File: src/hdl/pirq_consts.svh
// offsets, field positions and reset values of the endpoint interrupt request block
// Function
// RULE1: legacy raise: request plus assert-select, selector
// RULE2: core pulses accept for pending assert
// RULE3: accepted assert sends Assert_INTx unless disabled
// RULE4: withdraw: request, assert-select low, same selector
// RULE5: withdraw accepted, then Deassert_INTx is sent
// RULE6: legacy user drops request after accept
// RULE7: selector 00h is INTA, others unsupported
// RULE8: MSI raise: request, vector when multi-vector
// RULE9: MSI accept then one memory write
// RULE10: MSI user drops request unless more follow
// RULE11: write address and payload from capability fields
// RULE12: 64-bit write only when upper address nonzero
// RULE13: multi-vector needs nonzero enable, field is output
// RULE14: override bits: lesser of capable and enable
// RULE15: vector bits beyond enable are masked off
// RULE16: user pads vector with zeros, bounded range
// RULE17: user checks per-vector mask, core ignores it
// RULE18: MSI-X built by user on transmit path
// RULE19: MSI enable picks MSI, else legacy INTx
// RULE20: INTx disable blocks legacy messages
// RULE21: accept only one cycle, only with request
`ifndef PIRQ_CONSTS_SVH
`define PIRQ_CONSTS_SVH
`define PIRQ_OFS_CTRL       8'h00
`define PIRQ_OFS_ADDR_LO    8'h04
`define PIRQ_OFS_ADDR_HI    8'h08
`define PIRQ_OFS_DATA       8'h0c
`define PIRQ_OFS_STATUS     8'h10
`define PIRQ_CTRL_MSI_EN    0
`define PIRQ_CTRL_MSIX_EN   1
`define PIRQ_CTRL_INTX_DIS  2
`define PIRQ_CTRL_MMEN_LSB  4
`define PIRQ_STAT_INTX_ON   0
`define PIRQ_STAT_BUSY      1
`define PIRQ_STAT_BADSEL    2
`define PIRQ_STAT_MMCAP_LSB 8
`define PIRQ_STAT_CNT_LSB   16
`define PIRQ_MMCAP          3'h5
`define PIRQ_INTA_SEL       8'h00
`define PIRQ_RESP_OKAY      2'h0
`define PIRQ_RESP_SLVERR    2'h2
`define PIRQ_RST_WORD       32'h0000_0000
`endif

File: src/hdl/pirq_pkg.sv
// types of the endpoint interrupt request block
package pirq_pkg;
	// request engine states, one-hot
	typedef enum logic [2:0]
	{
		PIRQ_ST_IDLE = 3'b001,
		PIRQ_ST_SEND = 3'b010,
		PIRQ_ST_GAP  = 3'b100
	} pirq_state_type;
	// outgoing packet kinds
	typedef enum logic [1:0]
	{
		PIRQ_K_ASSERT   = 2'h0,
		PIRQ_K_DEASSERT = 2'h1,
		PIRQ_K_MWR32    = 2'h2,
		PIRQ_K_MWR64    = 2'h3
	} pirq_kind_type;
endpackage

File: src/hdl/pirq_msg_if.sv
// carrier for one outgoing interrupt packet between engine and output stage
`timescale 1ns/100ps
interface pirq_msg_if;
	import pirq_pkg::*;
	logic          valid; // packet offered
	logic          ready; // stage can take it
	pirq_kind_type kind;  // packet kind
	logic [63:0]   addr;  // write address
	logic [31:0]   data;  // payload or selector
	modport src (output valid, output kind, output addr, output data, input ready);
	modport snk (input valid, input kind, input addr, input data, output ready);
endinterface

File: src/hdl/pirq_vecmask.sv
// message data composer: user vector bits merged into message data
`timescale 1ns/100ps
module pirq_vecmask
(
	input  wire logic [2:0]  mmcap_i,
	input  wire logic [2:0]  mmen_i,
	input  wire logic [7:0]  vec_i,
	input  wire logic [15:0] data_i,
	output logic [15:0]      data_o,
	output logic [7:0]       mask_o
);
	import pirq_pkg::*;
	// ==========================================================
	// override width
	logic [2:0] lesser; // bits the user may override
	assign lesser = (mmcap_i < mmen_i) ? mmcap_i : mmen_i;
	// ==========================================================
	// per-bit selection
	for (genvar b = 0; b < 8; b++)
	begin : g_bit
		// RULE14: bit open below lesser width
		assign mask_o[b] = (3'(b) < lesser) && (b < 7);
		// RULE15: closed bits keep message data
		assign data_o[b] = mask_o[b] ? vec_i[b] : data_i[b];
	end
	assign data_o[15:8] = data_i[15:8];
endmodule // pirq_vecmask

File: src/hdl/pirq_txstage.sv
// output register stage for interrupt packets
`timescale 1ns/100ps
module pirq_txstage
(
	input  wire logic               clk_i,
	input  wire logic               rst_n_i,
	pirq_msg_if.snk                 msg,
	output logic                    tx_valid_o,
	input  wire logic               tx_ready_i,
	output pirq_pkg::pirq_kind_type tx_kind_o,
	output logic [63:0]             tx_addr_o,
	output logic [31:0]             tx_data_o
);
	import pirq_pkg::*;
	// stage free when empty or draining this cycle
	assign msg.ready = !tx_valid_o || tx_ready_i;
	// ==========================================================
	// valid flag
	always_ff @(posedge clk_i or negedge rst_n_i)
	begin
		if (!rst_n_i)
			tx_valid_o <= 1'b0;
		else if (msg.valid && msg.ready)
			tx_valid_o <= 1'b1;
		else if (tx_ready_i)
			tx_valid_o <= 1'b0;
	end
	// ==========================================================
	// payload, loaded only on a take
	always_ff @(posedge clk_i or negedge rst_n_i)
	begin
		if (!rst_n_i)
		begin
			tx_kind_o <= PIRQ_K_ASSERT;
			tx_addr_o <= 64'h0;
			tx_data_o <= 32'h0;
		end
		else if (msg.valid && msg.ready)
		begin
			tx_kind_o <= msg.kind;
			tx_addr_o <= msg.addr;
			tx_data_o <= msg.data;
		end
	end
endmodule // pirq_txstage

File: src/hdl/pirq_top.sv
// endpoint interrupt request engine with AXI4-Lite control registers
//
// Chosen here: the AXI4-Lite slave port and the register addresses.
`timescale 1ns/100ps
`include "pirq_consts.svh"
module pirq_top
(
	input  wire logic               CORE_CLK_I,
	input  wire logic               RESETN_I,
	input  wire logic [7:0]         S_AXI_AWADDR_I,
	input  wire logic               S_AXI_AWVALID_I,
	output logic                    S_AXI_AWREADY_O,
	input  wire logic [31:0]        S_AXI_WDATA_I,
	input  wire logic [3:0]         S_AXI_WSTRB_I,
	input  wire logic               S_AXI_WVALID_I,
	output logic                    S_AXI_WREADY_O,
	output logic [1:0]              S_AXI_BRESP_O,
	output logic                    S_AXI_BVALID_O,
	input  wire logic               S_AXI_BREADY_I,
	input  wire logic [7:0]         S_AXI_ARADDR_I,
	input  wire logic               S_AXI_ARVALID_I,
	output logic                    S_AXI_ARREADY_O,
	output logic [31:0]             S_AXI_RDATA_O,
	output logic [1:0]              S_AXI_RRESP_O,
	output logic                    S_AXI_RVALID_O,
	input  wire logic               S_AXI_RREADY_I,
	input  wire logic               IRQ_REQ_I,
	input  wire logic               IRQ_ASSERT_I,
	input  wire logic [7:0]         IRQ_VECTOR_IN_I,
	output logic                    IRQ_ACCEPT_O,
	output logic                    IRQ_MSIENABLE_O,
	output logic                    IRQ_MSIXENABLE_O,
	output logic [2:0]              IRQ_MMENABLE_O,
	output logic                    TX_VALID_O,
	input  wire logic               TX_READY_I,
	output pirq_pkg::pirq_kind_type TX_KIND_O,
	output logic [63:0]             TX_ADDR_O,
	output logic [31:0]             TX_DATA_O
);
	import pirq_pkg::*;
	// ==========================================================
	// declarations
	logic           aw_held_q;  // write address captured
	logic [7:0]     aw_addr_q;  // captured write address
	logic           w_held_q;   // write data captured
	logic [31:0]    w_data_q;   // captured write data
	logic [3:0]     w_strb_q;   // captured byte enables
	logic           bvalid_q;   // write response pending
	logic [1:0]     bresp_q;    // write response code
	logic           rvalid_q;   // read data pending
	logic [1:0]     rresp_q;    // read response code
	logic [31:0]    rdata_q;    // read data word
	logic           wr_fire;    // register write this cycle
	logic [7:0]     wr_word;    // aligned write address
	logic [7:0]     rd_word;    // aligned read address
	logic           msi_en_q;   // MSI enable
	logic           msix_en_q;  // MSI-X enable
	logic           intx_dis_q; // legacy message disable
	logic [2:0]     mmen_q;     // multiple message enable
	logic [31:0]    addr_lo_q;  // message address
	logic [31:0]    addr_hi_q;  // message upper address
	logic [15:0]    mdata_q;    // message data
	logic           intx_on_q;  // legacy line asserted upstream
	logic           badsel_q;   // unsupported selector seen
	logic           badsel_d;   // next unsupported selector flag
	logic [15:0]    cnt_q;      // packets handed out
	logic [31:0]    ctrl_word;  // control register image
	logic [31:0]    stat_word;  // status register image
	pirq_state_type state_q;    // engine state
	pirq_state_type state_d;    // next engine state
	logic           take;       // request accepted this cycle
	logic           leg_ok;     // legacy selector is supported
	logic           bad_ev;     // unsupported selector taken
	logic [15:0]    vm_data;    // composed message data
	logic [7:0]     vm_mask;    // override bit mask
	logic [31:0]    ctrl_new;   // control word after byte merge
	logic [31:0]    lo_new;     // low address after byte merge
	logic [31:0]    hi_new;     // upper address after byte merge
	logic [31:0]    mdata_new;  // message data after byte merge
	pirq_msg_if     msg ();     // engine to output stage
	// merge a write word under byte enables
	function automatic logic [31:0] pirq_merge(input logic [31:0] old_v,
		input logic [31:0] new_v, input logic [3:0] strb);
		logic [31:0] res;
		res = old_v;
		for (int b = 0; b < 4; b++)
		begin
			if (strb[b])
				res[8*b +: 8] = new_v[8*b +: 8];
		end
		return res;
	endfunction
	// ==========================================================
	// AXI4-Lite write channels, address and data in either order
	assign S_AXI_AWREADY_O = !aw_held_q;
	assign S_AXI_WREADY_O  = !w_held_q;
	assign wr_fire         = aw_held_q && w_held_q && !bvalid_q;
	assign wr_word         = {aw_addr_q[7:2], 2'b00};
	// address holder
	always_ff @(posedge CORE_CLK_I or negedge RESETN_I)
	begin
		if (!RESETN_I)
		begin
			aw_held_q <= 1'b0;
			aw_addr_q <= 8'h00;
		end
		else if (wr_fire)
			aw_held_q <= 1'b0;
		else if (S_AXI_AWVALID_I && !aw_held_q)
		begin
			aw_held_q <= 1'b1;
			aw_addr_q <= S_AXI_AWADDR_I;
		end
	end
	// data holder
	always_ff @(posedge CORE_CLK_I or negedge RESETN_I)
	begin
		if (!RESETN_I)
		begin
			w_held_q <= 1'b0;
			w_data_q <= 32'h0;
			w_strb_q <= 4'h0;
		end
		else if (wr_fire)
			w_held_q <= 1'b0;
		else if (S_AXI_WVALID_I && !w_held_q)
		begin
			w_held_q <= 1'b1;
			w_data_q <= S_AXI_WDATA_I;
			w_strb_q <= S_AXI_WSTRB_I;
		end
	end
	// write response, error for unmapped words
	always_ff @(posedge CORE_CLK_I or negedge RESETN_I)
	begin
		if (!RESETN_I)
		begin
			bvalid_q <= 1'b0;
			bresp_q  <= `PIRQ_RESP_OKAY;
		end
		else if (wr_fire)
		begin
			bvalid_q <= 1'b1;
			bresp_q  <= (wr_word > `PIRQ_OFS_STATUS) ? `PIRQ_RESP_SLVERR : `PIRQ_RESP_OKAY;
		end
		else if (S_AXI_BREADY_I)
			bvalid_q <= 1'b0;
	end
	assign S_AXI_BVALID_O = bvalid_q;
	assign S_AXI_BRESP_O  = bresp_q;
	// ==========================================================
	// control registers
	assign ctrl_word = {25'h0, mmen_q, 1'b0, intx_dis_q, msix_en_q, msi_en_q};
	// byte-merged images, one per writable word except status
	assign ctrl_new  = pirq_merge(ctrl_word, w_data_q, w_strb_q);
	assign lo_new    = pirq_merge(addr_lo_q, w_data_q, w_strb_q);
	assign hi_new    = pirq_merge(addr_hi_q, w_data_q, w_strb_q);
	assign mdata_new = pirq_merge({16'h0, mdata_q}, w_data_q, w_strb_q);
	// RULE19: mode and enable bits
	always_ff @(posedge CORE_CLK_I or negedge RESETN_I)
	begin
		if (!RESETN_I)
		begin
			msi_en_q   <= 1'b0;
			msix_en_q  <= 1'b0;
			intx_dis_q <= 1'b0;
			mmen_q     <= 3'h0;
		end
		else if (wr_fire && wr_word == `PIRQ_OFS_CTRL)
		begin
			msi_en_q   <= ctrl_new[`PIRQ_CTRL_MSI_EN];
			msix_en_q  <= ctrl_new[`PIRQ_CTRL_MSIX_EN];
			intx_dis_q <= ctrl_new[`PIRQ_CTRL_INTX_DIS];
			mmen_q     <= ctrl_new[`PIRQ_CTRL_MMEN_LSB +: 3];
		end
	end
	// RULE11: message address and data fields
	always_ff @(posedge CORE_CLK_I or negedge RESETN_I)
	begin
		if (!RESETN_I)
		begin
			addr_lo_q <= `PIRQ_RST_WORD;
			addr_hi_q <= `PIRQ_RST_WORD;
			mdata_q   <= 16'h0;
		end
		else if (wr_fire)
		begin
			// low address stays dword aligned
			if (wr_word == `PIRQ_OFS_ADDR_LO)
				addr_lo_q <= {lo_new[31:2], 2'b00};
			if (wr_word == `PIRQ_OFS_ADDR_HI)
				addr_hi_q <= hi_new;
			if (wr_word == `PIRQ_OFS_DATA)
				mdata_q <= mdata_new[15:0];
		end
	end
	// RULE13: enable field exposed to the user
	assign IRQ_MMENABLE_O   = mmen_q;
	assign IRQ_MSIENABLE_O  = msi_en_q;
	// RULE18: MSI-X is left to the user's transmit path
	assign IRQ_MSIXENABLE_O = msix_en_q;
	// ==========================================================
	// AXI4-Lite read channel
	assign stat_word = {cnt_q, 5'h0, `PIRQ_MMCAP, 5'h0, badsel_q,
		(state_q != PIRQ_ST_IDLE) || TX_VALID_O, intx_on_q};
	assign rd_word   = {S_AXI_ARADDR_I[7:2], 2'b00};
	assign S_AXI_ARREADY_O = !rvalid_q;
	// read data and response
	always_ff @(posedge CORE_CLK_I or negedge RESETN_I)
	begin
		if (!RESETN_I)
		begin
			rvalid_q <= 1'b0;
			rdata_q  <= 32'h0;
			rresp_q  <= `PIRQ_RESP_OKAY;
		end
		else if (S_AXI_ARVALID_I && !rvalid_q)
		begin
			rvalid_q <= 1'b1;
			rresp_q  <= `PIRQ_RESP_OKAY;
			unique case (rd_word)
				`PIRQ_OFS_CTRL:    rdata_q <= ctrl_word;
				`PIRQ_OFS_ADDR_LO: rdata_q <= addr_lo_q;
				`PIRQ_OFS_ADDR_HI: rdata_q <= addr_hi_q;
				`PIRQ_OFS_DATA:    rdata_q <= {16'h0, mdata_q};
				`PIRQ_OFS_STATUS:  rdata_q <= stat_word;
				default:
				begin
					rdata_q <= 32'h0;
					rresp_q <= `PIRQ_RESP_SLVERR;
				end
			endcase
		end
		else if (S_AXI_RREADY_I)
			rvalid_q <= 1'b0;
	end
	assign S_AXI_RVALID_O = rvalid_q;
	assign S_AXI_RDATA_O  = rdata_q;
	assign S_AXI_RRESP_O  = rresp_q;
	// ==========================================================
	// request engine
	// RULE2 RULE21: accept only in idle with a request
	assign take         = (state_q == PIRQ_ST_IDLE) && IRQ_REQ_I;
	assign IRQ_ACCEPT_O = take;
	// RULE7: only the INTA selector is served
	assign leg_ok = (IRQ_VECTOR_IN_I == `PIRQ_INTA_SEL);
	assign bad_ev = take && !msi_en_q && !leg_ok;
	// next state
	always_comb
	begin
		state_d = state_q;
		unique case (state_q)
			PIRQ_ST_IDLE:
			begin
				// RULE20: disabled or unsupported legacy goes silent
				if (take && (msi_en_q || (leg_ok && !intx_dis_q)))
					state_d = PIRQ_ST_SEND;
				else if (take)
					state_d = PIRQ_ST_GAP;
			end
			PIRQ_ST_SEND:
			begin
				if (msg.ready)
					state_d = PIRQ_ST_IDLE;
			end
			// RULE6: one quiet cycle while the user drops its request
			PIRQ_ST_GAP:
				state_d = PIRQ_ST_IDLE;
		endcase
	end
	// state register
	always_ff @(posedge CORE_CLK_I or negedge RESETN_I)
	begin
		if (!RESETN_I)
			state_q <= PIRQ_ST_IDLE;
		else
			state_q <= state_d;
	end
	// RULE14: user vector merged into message data
	pirq_vecmask u_vecmask
	(
		.mmcap_i (`PIRQ_MMCAP),
		.mmen_i  (mmen_q),
		.vec_i   (IRQ_VECTOR_IN_I),
		.data_i  (mdata_q),
		.data_o  (vm_data),
		.mask_o  (vm_mask)
	);
	// packet payload captured at accept
	always_ff @(posedge CORE_CLK_I or negedge RESETN_I)
	begin
		if (!RESETN_I)
		begin
			msg.kind <= PIRQ_K_ASSERT;
			msg.addr <= 64'h0;
			msg.data <= 32'h0;
		end
		else if (take && msi_en_q)
		begin
			// RULE9: one memory write per accepted request
			// RULE12: wide address only with nonzero upper half
			msg.kind <= (addr_hi_q != 32'h0) ? PIRQ_K_MWR64 : PIRQ_K_MWR32;
			msg.addr <= {addr_hi_q, addr_lo_q};
			msg.data <= {16'h0, vm_data};
		end
		else if (take)
		begin
			// RULE3: raise selects the assert message
			// RULE5: withdraw selects the deassert message
			msg.kind <= IRQ_ASSERT_I ? PIRQ_K_ASSERT : PIRQ_K_DEASSERT;
			msg.addr <= 64'h0;
			msg.data <= {24'h0, IRQ_VECTOR_IN_I};
		end
	end
	assign msg.valid = (state_q == PIRQ_ST_SEND);
	// legacy line image, follows sent messages only
	always_ff @(posedge CORE_CLK_I or negedge RESETN_I)
	begin
		if (!RESETN_I)
			intx_on_q <= 1'b0;
		else if (take && !msi_en_q && leg_ok && !intx_dis_q)
			intx_on_q <= IRQ_ASSERT_I;
	end
	// unsupported selector flag, set beats write-one clear
	always_comb
	begin
		badsel_d = badsel_q;
		if (wr_fire && wr_word == `PIRQ_OFS_STATUS && w_strb_q[0] && w_data_q[`PIRQ_STAT_BADSEL])
			badsel_d = 1'b0;
		if (bad_ev)
			badsel_d = 1'b1;
	end
	// flag register
	always_ff @(posedge CORE_CLK_I or negedge RESETN_I)
	begin
		if (!RESETN_I)
			badsel_q <= 1'b0;
		else
			badsel_q <= badsel_d;
	end
	// handed-out packet counter
	always_ff @(posedge CORE_CLK_I or negedge RESETN_I)
	begin
		if (!RESETN_I)
			cnt_q <= 16'h0;
		else if (msg.valid && msg.ready)
			cnt_q <= cnt_q + 16'h1;
	end
	// output register stage
	pirq_txstage u_txstage
	(
		.clk_i      (CORE_CLK_I),
		.rst_n_i    (RESETN_I),
		.msg        (msg.snk),
		.tx_valid_o (TX_VALID_O),
		.tx_ready_i (TX_READY_I),
		.tx_kind_o  (TX_KIND_O),
		.tx_addr_o  (TX_ADDR_O),
		.tx_data_o  (TX_DATA_O)
	);

	logic [7:0] chk_en_mask; // vector bits allowed by enable
	assign chk_en_mask = 8'((9'h1 << mmen_q) - 9'h1);
endmodule // pirq_top

File: config.mk
export PLATFORM = sky130hd
export DESIGN_NAME = pirq_top
export DESIGN_NICKNAME = d
export VERILOG_FILES = /design/src/hdl/pirq_pkg.sv /design/src/hdl/pirq_msg_if.sv /design/src/hdl/pirq_vecmask.sv /design/src/hdl/pirq_txstage.sv /design/src/hdl/pirq_top.sv
export VERILOG_INCLUDE_DIRS = /design/src /design/src/hdl
export SDC_FILE = /design/constraint.sdc
export NUM_CORES = 1
export LEC_CHECK = 0
export BUFFER_PORTS_ARGS = -buffer_cell sky130_fd_sc_hd__buf_2
export CELL_PAD_IN_SITES_DETAIL_PLACEMENT = 1
export CELL_PAD_IN_SITES_GLOBAL_PLACEMENT = 2
export CORE_MARGIN = 2
export CORE_UTILIZATION = 41
export CTS_BUF_LIST = sky130_fd_sc_hd__clkbuf_2
export CTS_CLUSTER_DIAMETER = 30
export DETAILED_ROUTE_END_ITERATION = 16
export GPL_ROUTABILITY_DRIVEN = 0
export PLACE_DENSITY_LB_ADDON = 0.25
export SYNTH_ARGS = -nofsm -noshare
export SYNTH_HDL_FRONTEND = slang
export SYNTH_SLANG_ARGS = --single-unit
File: constraint.sdc
create_clock -name CORE_CLK_I -period 2.6 [get_ports CORE_CLK_I]
set_input_delay 0.78 -clock CORE_CLK_I [delete_from_list [all_inputs] [get_ports CORE_CLK_I]]
set_output_delay 0.78 -clock CORE_CLK_I [all_outputs]
set_load 0.02 [all_outputs]
; ---- Yosys cells after proc, flatten, opt, wreduce, memory -nomap -nowiden
; Index checks and enable logic that the tools add are counted.
; Widths: inputs -> output; s select.
[word_totals]
reg_bits = 386
in_bits = 70
[op_classes]
n_addsub = 1
magnitude_cmp = 9
eq_ne = 14
n_mux = 35
n_bitwise = 1
n_reduce_logical = 55
[op_table]
columns = operator, n
row1 = $pmux 32 s5, 1
row2 = $mux 64, 2
row3 = $mux 32, 2
row4 = $reduce_bool 32->1, 1
row5 = $reduce_and 3->1, 10
row6 = $eq 6x2->1 const B, 4
row7 = $logic_not 8->1, 3
row8 = $mux 1, 21
row9 = $logic_and 1x1->1, 18
row10 = $add 16x1->16 const B, 1
row11 = $reduce_bool 2->1, 7
row12 = $eq 6x1->1 const B, 2
row13 = $eq 6x3->1 const B, 2
row14 = $lt 3x3->1 const A, 4
row15 = $mux 3, 4
row16 = $pmux 3 s3, 1
row17 = $gt 8x5->1 const B, 1
row18 = $logic_not 1->1, 8
row19 = $mux 2, 4
row20 = $reduce_and 2->1, 4
row21 = $lt 1x3->1 const A, 2
row22 = $lt 2x3->1 const A, 2
row23 = $reduce_or 5->1, 1
row24 = $eq 3x1->1 const B, 1
row25 = other kinds (7), 9

; ---- Depth between registers and ports, before layout
[depth]
depth_word = 7
mapped_depth = 6

; ---- Modules after synthesis
; From an unflattened synthesis, not the netlist that was laid out.
[unflattened]
cells_unflattened = 1201
hier_area_um2 = 15295.9
[by_module_without_submodules]
columns = module, n_inst, cells_per_inst, area_per_inst_um2
row1 = pirq_top, 1, 946, 11174.5
row2 = pirq_txstage, 1, 210, 3756.1
row3 = pirq_vecmask, 1, 45, 365.4

; ---- Least setup slack after synthesis
; Ideal clock, no wire load.
[synth_timing]
path_kind = input to register
start = in IRQ_VECTOR_IN_I[4]
end = reg intx_on_q
setup_ns = 0.128
t_arrival_ns = 1.972
t_required_ns = 2.472
slack_ns = 0.501
cell_stages = 4
n_path_buf = 0
path_cell_list = or4_1 -> nor2_1 -> nor4b_2 -> mux2_1
[synth_via]
elab_chain_cells = 3
[synth_rtl]
columns = element, line_no
row1 = "start, declared", pirq_top.sv:29  ; input wire logic [7:0] IRQ_VECTOR_IN_I,
row2 = $logic_not 8->1 (no line), -
row3 = $logic_and 1x1->1 (2 in series), pirq_top.sv:321  ; else if (take && !msi_en_q && leg_ok && !intx_dis_q)
row4 = "end signal, assigned", pirq_top.sv:320  ; intx_on_q <= 1'b0;
row5 = "end signal, assigned", pirq_top.sv:322  ; intx_on_q <= IRQ_ASSERT_I;
row6 = "end, declared", pirq_top.sv:63  ; logic intx_on_q;
; No other way between the ends.
; A chain may end at the register's enable or synchronous reset.

; ---- Worst setup path in the final report
[layout_timing]
start = reg state_q[0]
end = out IRQ_ACCEPT_O
[layout_via]
elab_chain_cells = 2
[layout_rtl]
columns = element, line_no
row1 = "start, declared", pirq_top.sv:69  ; pirq_state_type state_q;
row2 = "start signal, assigned", pirq_top.sv:277  ; state_q <= state_d;
row3 = $eq 3x1->1, pirq_top.sv:243  ; assign take = (state_q == PIRQ_ST_IDLE) && IRQ_REQ_I;
row4 = $logic_and 1x1->1, pirq_top.sv:243
row5 = "end, declared", pirq_top.sv:30  ; output logic IRQ_ACCEPT_O,
; No other way between the ends.

==> flow_summary.toml <==
[floorplan]
die_height_um = 191
start_util_pct = 41.5
die-area_um2 = 36400
rows = 68
core_um2 = 34500
ios = 216
die_w_um = 191

[sta]
max_freq_mhz = 362
hold_slack_ps = 123
final-setup-viol-count = 1
relSlewSlack_pct = 56.5
worstMarginPinSlew_ps = 653
final.setup.tns_ps = -166
skew_ps = 57.8
finalHoldViolations = 0
rsz0062_at_grt = "yes"
min_period_over_period_pct = 106
slew_violations = 0
fin_crit_ps = 2770
timing.final.ws_setup_ps = -166

[final_layout]
seqCellArea_um2 = 8660
final_cells = 2108
layout.nets = 1656
multi_input_area_um2 = 5200
area_growth_pct = 18.8
drive_above_1_share_pct = 32.6
fillCellCount = 3922

[synthesis]
ys_warn_count = 0
synth_area_um2 = 14300
synth_ff_type = "dfrtp_1"
ys_ff_latch = 346
syn_avg_cell_area_um2 = 11.0
ys_seq_area_share_pct = 60.6
syn_inst = 1297
synth_edf_count = 0
ys_async_sr_fraction_pct = 100
synth.distinct_cells = 54

[clock_tree]
cts_root_buf = "clkbuf_2"
insertion_delay_ps = 920
cts_buffer_depth = 3
clkTransAtPathRegs_ps = 100
numCtsBuffers = 95
h-tree-depth = 3
cts_tree = "built"
cts.sinks = 346

[job]
drv_cap = 0

[power_and_ir_drop]
swShare_pct = 35.2
combPwrFrac_pct = 20.8
cellLeakagePower_nw = 9.12
pwr-share-seq_pct = 53.5
p_switching_mw = 5.07
pwr-share-clk_pct = 25.7
intPower_mw = 9.35
power_density_nw_per_um2 = 850
ir_drop_uv = 549
total_power_mw = 14.4

[drt]
wl_per_cell_um = 19.4
drtIter0Drc = 475
viasPerCell = 5.07
drc_errors = 0
via_count = 10700
totalWireLength_um = 40800
ant_nets = 0
firstDrtPassIters = 4

[global_route]
antenna_found_initial = 1
grt_overflow = 0
grt_pass1_wl_um = 65100
grt_usage_pct = 23.3
grt_max_degree = 85
grt_pass1_vias = 11500

[placed_design]
portBuffers = 191
dp.cells = 1907
dp_hpwl_um = 27700
dp_slack_ps = 177

[worst_setup_path]
crit_start = "state_q[0]"
worst-path-max-fanout = 2
cp.required_ps = 1820
crit_arrival_ps = 1990
crit_type = "flop to primary output"
rr_startpoint = "w_held_q"
endpoint_kind = "primary output"
ff2ff_setup_slack_ps = 480
start_kind = "flop"

[worst_hold_path]
hp-start = "S_AXI_WDATA_I[12]"
hp-class = "input port to flop"

[status]
status = "finished with violations"
violations = "negative setup slack"
-- power by group through the flow --
stage,sequential (mW),combinational (mW),clock [mW]
after floorplan,7.38,2.01,0
after global placement,7.77,2.83,0
after detailed placement,7.83,2.94,0
after CTS,7.72,3.03,3.90
after global routing,7.88,3.29,4.21
final,7.72,3.00,3.71
-- metal layers --
metal  wire [um]  GRT usage, %  up-vias
met2       19300          37.2      262
met5           0             0        -
met4         690          7.69        0
met1       19000          32.2     5390
li1            -             -     4982
met3        1860          4.51       61
-- cells by family (layout without fill, tap and decap cells) --
family	count (synthesis)	count (layout)	synth area share, %
compound gates	99	99	4.54
xor+xnor	15	15	0.919
fa+ha+maj	1	1	0.0876
buf+inv	94	430	3.70
flops	346	346	60.6
mux	139	139	11.2
other cells	1	21	0.0262
simple gates	602	602	18.9
-- critical path, cell delays in order (launching register included) --
cell	delay (ps)
dfstp_2	550
nor3b_4	200
nand2_2	110
inv_2	70
buf_6	130
-- path summary, 6_finish.rpt --
check | to | depth (start not counted)
min in group asynchronous | u_txstage.tx_addr_o[4] | 2
max in group asynchronous | w_data_q[22] | 3
min | w_data_q[12] | 2
max | IRQ_ACCEPT_O | 4
max reg2reg | addr_hi_q[22] | 4
min reg2reg | u_txstage.tx_addr_o[49] | 2
-- cell usage after synthesis (7+ instances only) --
library cell / count / area share (%)
o21ai_0: 42 / 1.5
buf_6: 8 / 0.63
nand3_1: 79 / 2.8
dfrtp_1: 345 / 60
xnor2_1: 13 / 0.80
a21oi_1: 7 / 0.25
a22oi_1: 19 / 1.0
nor2_1: 19 / 0.50
nor2_4: 8 / 0.63
and3_1: 20 / 0.88
mux2_2: 125 / 9.9
clkbuf_1: 31 / 0.81
mux2i_1: 8 / 0.56
buf_2: 27 / 0.95
buf_4: 22 / 1.2
a221oi_1: 21 / 1.3
nand2_1: 424 / 11
-- registers in the layout, indices dropped and copies added (netlist names), 2 cells and up --
name / count
msg.addr: 62
u_txstage.tx_addr_o: 62
S_AXI_RDATA_O: 32
addr_hi_q: 32
w_data_q: 32
addr_lo_q: 30
cnt_q: 16
mdata_q: 16
msg.data: 16
u_txstage.tx_data_o: 16
aw_addr_q: 6
w_strb_q: 4
IRQ_MMENABLE_O: 3
state_q: 3
msg.kind: 2
u_txstage.tx_kind_o: 2
-- layout by cell type (no fill, tap or decap), types with 7 or more instances in the layout --
cell	netlist	layout
nand2_1	424	423
dfrtp_1	345	344
buf_2	27	189
clkbuf_2	0	144
mux2_2	125	125
nand3_1	79	79
o21ai_0	42	42
dlygate4sd3_1	0	31
buf_4	22	27
a221oi_1	21	21
and3_1	20	20
conb_1	1	20
a22oi_1	19	19
nor2_1	19	18
xnor2_1	13	13
clkinv_1	0	11
buf_12	0	11
nor2_4	8	9
mux2i_1	8	8
a21oi_1	7	7
clkinv_2	0	7
-- what timing repair did --
action,4_1_cts,5_1_grt
gates cloned,0,0
hold buffers,31,0
endpoints found under the setup margin,1,1
pin swaps,1,1
buffers inserted,3,2
resized for setup,4,0
endpoints found under the hold margin,90,0
-- per-stage QoR --
| step | area, um2 | util (%) |
|---|---|---|
| 6_report | 17000 | 49.2 |
| 5_1_grt | 17000 | 49.2 |
| 4_1_cts | 17000 | 49.2 |
| 3_5_place_dp | 15800 | 45.8 |
| 3_3_place_gp | 15800 | 45.8 |
| 2_1_floorplan | 14400 | - |
-- layout make-up --
cell class,instances,area share [%]
inverters,6,0.133
diodes,1,0.0147
clock buffers,144,4.25
repair buffers,260,10.1
well taps,455,3.35
clock inverters,20,0.516
flip-flops and latches,346,51.0
multi-input cells,876,30.6
Power figures use the tool's default switching activity.
